File: config.mk
export PLATFORM = sky130hd
export DESIGN_NAME = pcics_regs
export DESIGN_NICKNAME = d
export VERILOG_FILES = /design/src/verilog/pcics_regs.v
export VERILOG_INCLUDE_DIRS = /design/src /design/src/verilog
export SDC_FILE = /design/constraint.sdc
export NUM_CORES = 1
export LEC_CHECK = 0
export ABC_CLOCK_PERIOD_IN_PS = 1410
export CAP_MARGIN = 10
export CORE_AREA = 2 2 110 112
export DETAILED_ROUTE_END_ITERATION = 8
export DIE_AREA = 0 0 112 114
export DONT_BUFFER_PORTS = 1
export HOLD_SLACK_MARGIN = 0.12
export PLACE_DENSITY = 0.63
export SYNTH_ARGS = -nofsm -noshare
export SYNTH_HDL_FRONTEND = slang
export SYNTH_SLANG_ARGS = --single-unit
File: constraint.sdc
create_clock -name clk_i -period 1.41 [get_ports clk_i]
set_input_delay 0.2115 -clock clk_i [delete_from_list [all_inputs] [get_ports clk_i]]
set_output_delay 0.2115 -clock clk_i [all_outputs]
set_load 0.01 [all_outputs]
File: src/verilog/pcics_defines.vh
// Constants for the configuration-header slice covering offsets 18h to 48h, plus the F8h access dword.
// Included by the register-bank module; holds definitions only.
`ifndef PCICS_DEFINES_VH
`define PCICS_DEFINES_VH

// Configuration dword offsets (byte addresses)
`define PCICS_OFF_INFO_PTR     8'h28
`define PCICS_OFF_SUBSYS       8'h2C
`define PCICS_OFF_POWER_CAP    8'h34
`define PCICS_OFF_INFO_BASE    8'h18
`define PCICS_OFF_PM_FIRST     8'h44
`define PCICS_OFF_PM_SECOND    8'h48
`define PCICS_OFF_SUBSYS_ACC   8'hF8

// Constant field values
`define PCICS_SPACE_BASE_REG   3'h3
`define PCICS_SPACE_NONE       3'h0
`define PCICS_IMAGE_NUM        4'h0
`define PCICS_OFFSET_HIGH      20'h0_0000
`define PCICS_ZERO_WORD        32'h0000_0000
`define PCICS_POWER_CAP_VAL    8'h44
`define PCICS_BASE_ADDR_MASK   32'hFFFF_F800
`define PCICS_CAP_PAD          24'h00_0000

// Reset values and single-bit levels
`define PCICS_RST_OFFSET       5'h00
`define PCICS_RST_CODE         16'h0000
`define PCICS_RST_ADDR         8'h00
`define PCICS_BIT_LOW          1'h0

// Field positions and word width
`define PCICS_WORD_W           32
`define PCICS_DEV_MSB          31
`define PCICS_DEV_LSB          16
`define PCICS_VEN_MSB          15
`define PCICS_VEN_LSB          0
`define PCICS_EADDR_MSB        7
`define PCICS_EADDR_LSB        0

`endif

File: src/verilog/pcics_regs.v
// Configuration register bank for the card-information pointer, subsystem id
// and power capability pointer. Assumes a configuration-cycle front end that
// presents one-cycle read and write strobes with a dword byte address, and a
// serial EEPROM loader that presents one-cycle load strobes.
// The strap level is latched once per global reset; moving the pin later has
// no effect until the next reset.
// Neighbouring blocks supply the base register and power-management words,
// and see the mode and the masked base through registered outputs.
//
// Overview of operation
// - Strap high at reset: pointer register read-only, reads all zeros.
// - Image-number bits 31-28 of the pointer always read zero.
// - Bits 27-3 report structure offset; bits 7-3 come from EEPROM.
// - Strap low at reset: structure reads fetch EEPROM data at the low PCI address byte.
// - Strap low at reset: address-space field reads 011b.
// - Strap high at reset: address-space field reads 000b.
// - 011b points at the structure base register at offset 18h.
// - Subsystem id loads from EEPROM or from writes via offset F8h.
// - Device code in 31-16, vendor code 15-0, updated by EEPROM load or F8h write.
// - Power capability pointer is read-only and reads 44h.
// - Power-management registers live at dwords 44h and 48h.
// - Strap high at reset: structure base register reads all zeros.
`timescale 1ns/10ps
`include "pcics_defines.vh"

module pcics_regs (
  // Clock and global reset
  input  wire        clk_i,
  input  wire        rst_n_i,
  // Mode strap, sampled at reset release
  input  wire        card_mode_strap_i,
  // Configuration access
  input  wire        cfg_rd_i,
  input  wire        cfg_wr_i,
  input  wire [7:0]  cfg_addr_i,
  input  wire [31:0] cfg_wdata_i,
  output reg  [31:0] cfg_rdata_o,
  output reg         cfg_rvalid_o,
  // Serial EEPROM loader
  input  wire        eeprom_offset_load_i,
  input  wire [4:0]  eeprom_info_offset_i,
  input  wire        eeprom_subsys_load_i,
  input  wire [31:0] eeprom_subsys_i,
  // Structure fetch from the memory-space side
  input  wire        info_rd_i,
  input  wire [31:0] info_pci_addr_i,
  output reg         eeprom_fetch_o,
  output reg  [7:0]  eeprom_addr_o,
  // Neighbouring blocks
  output reg  [31:0] info_base_rdata_o,
  input  wire [31:0] info_base_reg_i,
  input  wire [31:0] pm_first_rdata_i,
  input  wire [31:0] pm_second_rdata_i,
  output reg         card_mode_o
);

  // Strap capture states: wait for the first edge, then hold until reset
  localparam [0:0] STRAP_WAIT = 1'h0;
  localparam [0:0] STRAP_HELD = 1'h1;

  // Base register bits that the host may program
  localparam [31:0] BASE_MASK = `PCICS_BASE_ADDR_MASK;

  // Strap capture state
  reg         strap_state;
  reg         next_strap_state;
  reg         card_mode;
  reg         next_card_mode;

  // Offset bits and subsystem id storage
  reg  [4:0]  info_struct_offset;
  reg  [4:0]  next_info_struct_offset;
  reg  [15:0] subsys_device_code;
  reg  [15:0] subsys_vendor_code;
  reg  [15:0] next_subsys_device_code;
  reg  [15:0] next_subsys_vendor_code;

  // Read answer
  reg  [31:0] next_rdata;
  reg         next_rvalid;

  // Structure fetch request
  reg         next_eeprom_fetch;
  reg  [7:0]  next_eeprom_addr;

  // Registered views for neighbouring blocks
  reg  [31:0] next_info_base_rdata;
  reg         next_mode_view;

  // Configuration address decode
  wire        hit_info_ptr;
  wire        hit_subsys;
  wire        hit_power_cap;
  wire        hit_info_base;
  wire        hit_pm_first;
  wire        hit_pm_second;
  wire        hit_subsys_acc;
  wire        subsys_acc_wr;

  // Pointer word fields
  wire [3:0]  image_field;
  wire [19:0] offset_high_field;
  wire [4:0]  offset_low_field;
  wire [2:0]  info_space_select;
  wire [31:0] info_ptr_word;

  // Fixed and masked read words
  wire [31:0] power_cap_word;
  wire [31:0] base_view;

  // Strap capture: take the pin level once, on the first edge after reset.
  // Sampling after release keeps the level clear of the reset edge itself;
  // a strap that moves later is ignored until the next reset.
  always @* begin
    next_strap_state = strap_state;
    next_card_mode   = card_mode;
    case (strap_state)
      STRAP_WAIT: begin
        next_strap_state = STRAP_HELD;
        next_card_mode   = card_mode_strap_i;
      end
      STRAP_HELD: begin
        next_strap_state = STRAP_HELD;
        next_card_mode   = card_mode;
      end
      default: begin
        next_strap_state = STRAP_WAIT;
        next_card_mode   = `PCICS_BIT_LOW;
      end
    endcase
  end

  // Strap state registers; the mode only changes at global reset
  always @(posedge clk_i or negedge rst_n_i) begin
    if (!rst_n_i) begin
      strap_state <= STRAP_WAIT;
      card_mode   <= `PCICS_BIT_LOW;
    end else begin
      strap_state <= next_strap_state;
      card_mode   <= next_card_mode;
    end
  end

  // Configuration address decode, one hit per dword of interest
  assign hit_info_ptr   = (cfg_addr_i == `PCICS_OFF_INFO_PTR);
  assign hit_subsys     = (cfg_addr_i == `PCICS_OFF_SUBSYS);
  assign hit_power_cap  = (cfg_addr_i == `PCICS_OFF_POWER_CAP);
  assign hit_info_base  = (cfg_addr_i == `PCICS_OFF_INFO_BASE);
  assign hit_pm_first   = (cfg_addr_i == `PCICS_OFF_PM_FIRST);
  assign hit_pm_second  = (cfg_addr_i == `PCICS_OFF_PM_SECOND);
  assign hit_subsys_acc = (cfg_addr_i == `PCICS_OFF_SUBSYS_ACC);

  // Only the access register takes writes; 28h, 2Ch and 34h drop them
  assign subsys_acc_wr = cfg_wr_i & hit_subsys_acc;

  // Offset bits come from the EEPROM loader alone
  always @* begin
    next_info_struct_offset = info_struct_offset;
    if (eeprom_offset_load_i) begin
      next_info_struct_offset = eeprom_info_offset_i;
    end
  end

  // Offset register; a missing EEPROM leaves the structure at offset zero
  always @(posedge clk_i or negedge rst_n_i) begin
    if (!rst_n_i) begin
      info_struct_offset <= `PCICS_RST_OFFSET;
    end else begin
      info_struct_offset <= next_info_struct_offset;
    end
  end

  // Subsystem id: an EEPROM load wins over an access write in the same cycle
  always @* begin
    next_subsys_device_code = subsys_device_code;
    next_subsys_vendor_code = subsys_vendor_code;
    if (eeprom_subsys_load_i) begin
      next_subsys_device_code = eeprom_subsys_i[`PCICS_DEV_MSB:`PCICS_DEV_LSB];
      next_subsys_vendor_code = eeprom_subsys_i[`PCICS_VEN_MSB:`PCICS_VEN_LSB];
    end else if (subsys_acc_wr) begin
      next_subsys_device_code = cfg_wdata_i[`PCICS_DEV_MSB:`PCICS_DEV_LSB];
      next_subsys_vendor_code = cfg_wdata_i[`PCICS_VEN_MSB:`PCICS_VEN_LSB];
    end
  end

  // Subsystem id registers
  // The id resets to zero and stays there until the loader or host fills it
  always @(posedge clk_i or negedge rst_n_i) begin
    if (!rst_n_i) begin
      subsys_device_code <= `PCICS_RST_CODE;
      subsys_vendor_code <= `PCICS_RST_CODE;
    end else begin
      subsys_device_code <= next_subsys_device_code;
      subsys_vendor_code <= next_subsys_vendor_code;
    end
  end

  // Pointer fields: no ROM image, and the offset stays below 100h
  assign image_field       = `PCICS_IMAGE_NUM;
  assign offset_high_field = `PCICS_OFFSET_HIGH;
  assign offset_low_field  = info_struct_offset;

  // Address-space indicator from the captured strap
  assign info_space_select = card_mode ? `PCICS_SPACE_NONE
                                       : `PCICS_SPACE_BASE_REG;

  // Whole pointer word; zero when the strap selected the other mode
  assign info_ptr_word = card_mode ? `PCICS_ZERO_WORD
                       : {image_field, offset_high_field, offset_low_field, info_space_select};

  // Power capability pointer widened to a dword
  assign power_cap_word = {`PCICS_CAP_PAD, `PCICS_POWER_CAP_VAL};

  // Base register view: programmable bits pass only in the low-strap mode.
  // Bits 10-0 always read zero, which sizes the window at 2K bytes.
  genvar bit_idx;
  generate
    for (bit_idx = 0; bit_idx < `PCICS_WORD_W; bit_idx = bit_idx + 1) begin : gen_base_bit
      if (BASE_MASK[bit_idx]) begin : gen_kept
        assign base_view[bit_idx] = info_base_reg_i[bit_idx] & ~card_mode;
      end else begin : gen_fixed
        assign base_view[bit_idx] = `PCICS_BIT_LOW;
      end
    end
  endgenerate

  // Read decode; unmapped dwords read as zero.
  // Writes never reach this path, so read-only words cannot be disturbed.
  always @* begin
    next_rdata = `PCICS_ZERO_WORD;
    if (hit_info_ptr) begin
      next_rdata = info_ptr_word;
    end else if (hit_subsys) begin
      next_rdata = {subsys_device_code, subsys_vendor_code};
    end else if (hit_power_cap) begin
      next_rdata = power_cap_word;
    end else if (hit_info_base) begin
      next_rdata = base_view;
    end else if (hit_pm_first) begin
      next_rdata = pm_first_rdata_i;
    end else if (hit_pm_second) begin
      next_rdata = pm_second_rdata_i;
    end else begin
      next_rdata = `PCICS_ZERO_WORD;
    end
  end

  // Read data holds between reads; valid is a one-cycle pulse
  always @* begin
    next_rvalid = cfg_rd_i;
  end

  // Registered read answer, one cycle after the strobe
  always @(posedge clk_i or negedge rst_n_i) begin
    if (!rst_n_i) begin
      cfg_rdata_o  <= `PCICS_ZERO_WORD;
      cfg_rvalid_o <= `PCICS_BIT_LOW;
    end else begin
      cfg_rvalid_o <= next_rvalid;
      if (cfg_rd_i) begin
        cfg_rdata_o <= next_rdata;
      end
    end
  end

  // Structure fetch: no request while the strap disables the structure.
  // A fetch then would read a structure that the host cannot see.
  always @* begin
    next_eeprom_fetch = info_rd_i & ~card_mode;
    next_eeprom_addr  = eeprom_addr_o;
    if (info_rd_i) begin
      next_eeprom_addr = info_pci_addr_i[`PCICS_EADDR_MSB:`PCICS_EADDR_LSB];
    end
  end

  // Fetch registers; the address holds until the next structure read
  always @(posedge clk_i or negedge rst_n_i) begin
    if (!rst_n_i) begin
      eeprom_fetch_o <= `PCICS_BIT_LOW;
      eeprom_addr_o  <= `PCICS_RST_ADDR;
    end else begin
      eeprom_fetch_o <= next_eeprom_fetch;
      eeprom_addr_o  <= next_eeprom_addr;
    end
  end

  // Views handed to the base register and the rest of the unit
  always @* begin
    next_info_base_rdata = base_view;
    next_mode_view       = card_mode;
  end

  // Registered copies for neighbouring blocks
  // Registering these keeps every output straight from a flip-flop
  always @(posedge clk_i or negedge rst_n_i) begin
    if (!rst_n_i) begin
      info_base_rdata_o <= `PCICS_ZERO_WORD;
      card_mode_o       <= `PCICS_BIT_LOW;
    end else begin
      info_base_rdata_o <= next_info_base_rdata;
      card_mode_o       <= next_mode_view;
    end
  end

endmodule // pcics_regs

* Yosys cells after proc, flatten, opt, wreduce, memory -nomap -nowiden
Cells that the tools add are included.
** Word-level totals
- Register bits :: 103
- Input port bits :: 213
** Operators by class
- Eq/ne operators :: 7
- Muxes and demuxes :: 12
- Bitwise operators :: 24
- Reductions and logical operators :: 1
** Operators by type and width (number)
- 32-bit 2-to-1 mux :: 6
- 16-bit 2-to-1 mux :: 4
- 8-bit by 6-bit equality test with 1-bit output (second input constant) :: 3
- 1-bit bitwise AND :: 23
- 8-bit by 7-bit equality test with 1-bit output (second input constant) :: 2
- 8-bit by 5-bit equality test with 1-bit output (second input constant) :: 1
- 8-bit equality test (second input constant) :: 1
- 8-bit 2-to-1 mux :: 1
- 2-bit nonzero test :: 1
- 1-bit 2-to-1 mux :: 1
- 1-bit NOT :: 1

* Logic depth before layout (Yosys ltp)
- Depth after elaboration :: 7
- Gate-level depth with buffers :: 6

* Worst setup path before layout
Ideal clock, no wire load.
- Kind :: input port to flip-flop
- From :: input port cfg_addr_i[3]
- To :: register cfg_rdata_o[11]
- Setup time :: 92 ps
- Arrival :: 1370 ps
- Data required time :: 1318 ps
- Slack :: -51 ps
- Cell stages on the path :: 6
- Cell sequence :: buf_2 > nor4b_4 > and2_4 > buf_6 > a2bb2oi_1 > o31ai_2
** On the way
- Word-level cells in the longest chain between the ends :: 7
- Elaborated cells on any way between the ends :: 12
** RTL lines
- start: declaration :: RTL line pcics_regs.v:35 : input wire [7:0] cfg_addr_i,
- 8-bit by 7-bit equality test with 1-bit output (no line)
- 32-bit 2-to-1 mux :: RTL line pcics_regs.v:241 : end else if (hit_pm_second) begin
- 32-bit 2-to-1 mux :: RTL line pcics_regs.v:239 : end else if (hit_pm_first) begin
- 32-bit 2-to-1 mux :: RTL line pcics_regs.v:237 : end else if (hit_info_base) begin
- 32-bit 2-to-1 mux :: RTL line pcics_regs.v:235 : end else if (hit_power_cap) begin
- 32-bit 2-to-1 mux :: RTL line pcics_regs.v:233 : end else if (hit_subsys) begin
- 32-bit 2-to-1 mux (*) :: RTL line pcics_regs.v:231 : if (hit_info_ptr) begin
- end signal: assignment :: RTL line pcics_regs.v:256 : cfg_rdata_o <= `PCICS_ZERO_WORD;
- end signal: assignment :: RTL line pcics_regs.v:261 : cfg_rdata_o <= next_rdata;
- end: declaration :: RTL line pcics_regs.v:37 : output reg [31:0] cfg_rdata_o,
Mark *: on every way between the ends. The rest lies on a longest branch, timed or not.
A chain may end at the register's enable or synchronous reset.

* Worst setup path in the final report
- From :: input port pm_first_rdata_i[0]
- To :: register cfg_rdata_o[0]
** On the way
- Word-level cells in the longest chain between the ends :: 5
** RTL lines
- start: declaration :: RTL line pcics_regs.v:52 : input wire [31:0] pm_first_rdata_i,
- 32-bit 2-to-1 mux :: RTL line pcics_regs.v:239
- 32-bit 2-to-1 mux :: RTL line pcics_regs.v:237
- 32-bit 2-to-1 mux :: RTL line pcics_regs.v:235
- 32-bit 2-to-1 mux :: RTL line pcics_regs.v:233
- 32-bit 2-to-1 mux :: RTL line pcics_regs.v:231
Every way passes these cells.

==> impl_metrics.csv <==
group,metric,value,unit
outcome,status,"finished with violations",
outcome,failed_checks,"hold timing",
route,drcViolationCount,0,
sta,rsz0062_at_grt,"no",
floorplan,start_util,44.9,%
sta,period_minus_slack,1340,ps
floorplan,die-area,12800,µm²
logic_synthesis,ys_seq_area_share,49.1,%
global_routing,grt_pass1_wl,24.5,mm
power,p_leak,2.94,nW
route,avgViaCountPerCell,5.79,
logic_synthesis,yosysTopAreaCellShare,49.1,%
logic_synthesis,synth_most_common_cell,"dfrtp_1",
logic_synthesis,post_synth_xor_area_fraction,0.167,%
global_routing,grt_max_degree,104,
cells_and_area,fin_area,6810,µm²
logic_synthesis,synth_edf_count,0,
sta,holdWs,-443,ps
logic_synthesis,synth_area,5250,µm²
placed_design,io_buffers,0,
logic_synthesis,ys_top_cells_by_area,"dfrtp_1 (49%), mux2i_1 (6.3%), nor2b_1 (5.4%), o31ai_2 (4.8%), a2bb2oi_1 (3.5%)",
route,vias,4268,
logic_synthesis,synth_fa_ha_area_share,0,%
clock_network,cts_buffer_depth,2,
logic_synthesis,ys_warn_count,0,
clock_network,clock_latency,340,ps
floorplan,rows,40,
logic_synthesis,synth_top_family_by_area,"compound AO/OA/AOI/OAI gates",
sta,setup_viol,0,
floorplan,coreArea,11700,µm²
global_routing,grt-ovfl-total,0,
setup_path,path_class,"input pin to register",
clock_network,cts_sinks,103,
placed_design,dp_hpwl,9.66,mm
cells_and_area,num_antenna_cells,0,
setup_path,required,1630,ps
setup_path,crit_arrival,1560,ps
flow_run,maxCapViolations,0,
logic_synthesis,synth.distinct_cells,45,
setup_path,path_max_fanout,1,
power,power_density,945,nW/µm²
clock_network,cts_resized,0,
logic_synthesis,synth-compound-area-share,20.9,%
floorplan,die_h,114,µm
route,postRouteAntennaNets,0,
clock_network,clock-root-buffer,"clkbuf_16",
cells_and_area,area_growth,29.6,%
logic_synthesis,synth_ff_type,"dfrtp_1",
placed_design,place_ws,-62.1,ps
floorplan,die_w,112,µm
placed_design,dpl_cell_area,5480,µm²
sta,finalHoldViolCount,103,
cells_and_area,fin_nets,799,
logic_synthesis,muxShareOfSynthArea,9.29,%
logic_synthesis,synthCells,488,
route,first_pass_iters,4,
clock_network,clk_pin_slew_worst_paths,70,ps
global_routing,grt_use_total,24.8,%
clock_network,htreeDepth,3,
clock_network,numCtsBuffers,9,
global_routing,first_global_vias,4607,
sta,min_period_over_period,95.0,%
setup_path,crit_path_end_kind,"register",
logic_synthesis,synth_area_per_cell,10.8,µm²
sta,max_freq,746,MHz
cells_and_area,drive_above_1_share,13.9,%
floorplan,ios,288,
hold_path,hold_class,"input pin to async pin",
route,wl_per_cell,21.3,µm
sta,fin_skew,5.59,ps
route,drt_iter0_markers,238,
clock_network,post_cts_buffers,0,
logic_synthesis,synth_top_area_cell,"dfrtp_1",
placed_design,routabilityCongestion,0.800,
sta,postLayoutSetupSlackWorst,70.0,ps
sta,slew_violations,0,
logic_synthesis,synthSimpleGateAreaFrac,15.0,%
route,totalWireLength,15.7,mm
logic_synthesis,postSynthRegisterBits,103,
global_routing,antenna_found_initial,0,
logic_synthesis,synthArstFlopShare,100,%
power,power.total,6.44,mW
clock_network,cts.hold.buffers_added,105,
clock_network,cts_tree,"yes",
logic_synthesis,yosys-top-cells-count,"dfrtp_1 (103), nor2b_1 (45), nand2_1 (38)",
power,peakVddDrop,0.000648,V
setup_path,startpoint_type,"input pin",
## final cells by class
type	count	area, µm²
multi-input cells	344	2440
clock inverters	4	22.5
repair buffers	126	1330
clock buffers	11	243
inverters	2	7.51
fillers	995	4900
well taps	147	184
flip-flops and latches	103	2580
## kinds of logic after synthesis
family                    Yosys count
buffers and inverters              51
and+or+nand+nor                   137
other                               2
muxes                              47
AOI/OAI and AO/OA                 147
DFF                               103
xor gates and xnor gates            1
## path summary, 6_finish.rpt
| path | slack [ps] | to | from | cells after the start |
|---|---|---|---|---|
| worst min register to register | 490 | subsys_device_code[0] | subsys_device_code[0] | 2 |
| max in group asynchronous | 1690 | cfg_rdata_o[8] | rst_n_i | 0 |
| worst min-delay path | -440 | cfg_rdata_o[20] | rst_n_i | 0 |
| min in group clk_i | 120 | subsys_vendor_code[11] | eeprom_subsys_i[11] | 2 |
| worst max register to register | 90 | info_struct_offset[2] | info_struct_offset[2] | 2 |
| worst max-delay path | 70 | cfg_rdata_o[0] | pm_first_rdata_i[0] | 4 |
## power breakdown
part	internal [mW]	total (mW)	leakage, nW	switching, mW
sequential	3.17	3.34	1.31	0.172
combinational	0.475	0.807	1.51	0.333
clock	1.23	2.29	0.131	1.06
total	4.87	6.44	2.94	1.57
## layout by cell type, fill, tap and decap left out, types with 6 or more instances in the layout
master and instances:
nor2b_1 45, buf_12 10, nor2_1 32, dlygate4sd3_1 104, a2bb2oi_1 21, a21oi_1 21
mux2i_1 33, a31oi_1 23, o21ai_0 32, clkbuf_16 9, buf_4 12, a22o_1 6
dfrtp_1 103, nand2_1 38, conb_1 12, o31ai_2 20, mux2_2 14
## layer usage
layer	vias to the layer above	wire (µm)	GRT usage, %	part of all wire, %
met5	-	0	0	0
met4	0	331	9.59	2.1
met2	218	8230	44.5	52
met1	2083	5920	28.6	38
li1	1939	-	-	-
met3	28	1210	6.48	7.7
## critical path: stages
cell	delay [ps]
dlygate4sd3_1	540
a22oi_1	170
dlygate4sd3_1	570
o22ai_1	70
## through the flow
step	cells	util, %	hold WS, ps	setup TNS [ps]
global route	737	58.2	-461	0
detailed placement	617	46.8	-80.6	-890
floorplan	498	-	-84.1	-666
CTS	737	58.2	-458	0
finish	737	58.2	-443	0
global placement	617	46.8	-81.3	-210
## registers in the layout (all words and copies together) (netlist names)
| name | count |
|---|---|
| subsys_device_code | 16 |
| card_mode | 1 |
| subsys_vendor_code | 16 |
| eeprom_addr_o | 8 |
| strap_state | 1 |
| cfg_rvalid_o | 1 |
| info_struct_offset | 5 |
| info_base_rdata_o | 21 |
| eeprom_fetch_o | 1 |
| cfg_rdata_o | 32 |
| card_mode_o | 1 |
(Power assumes the default switching activity.)
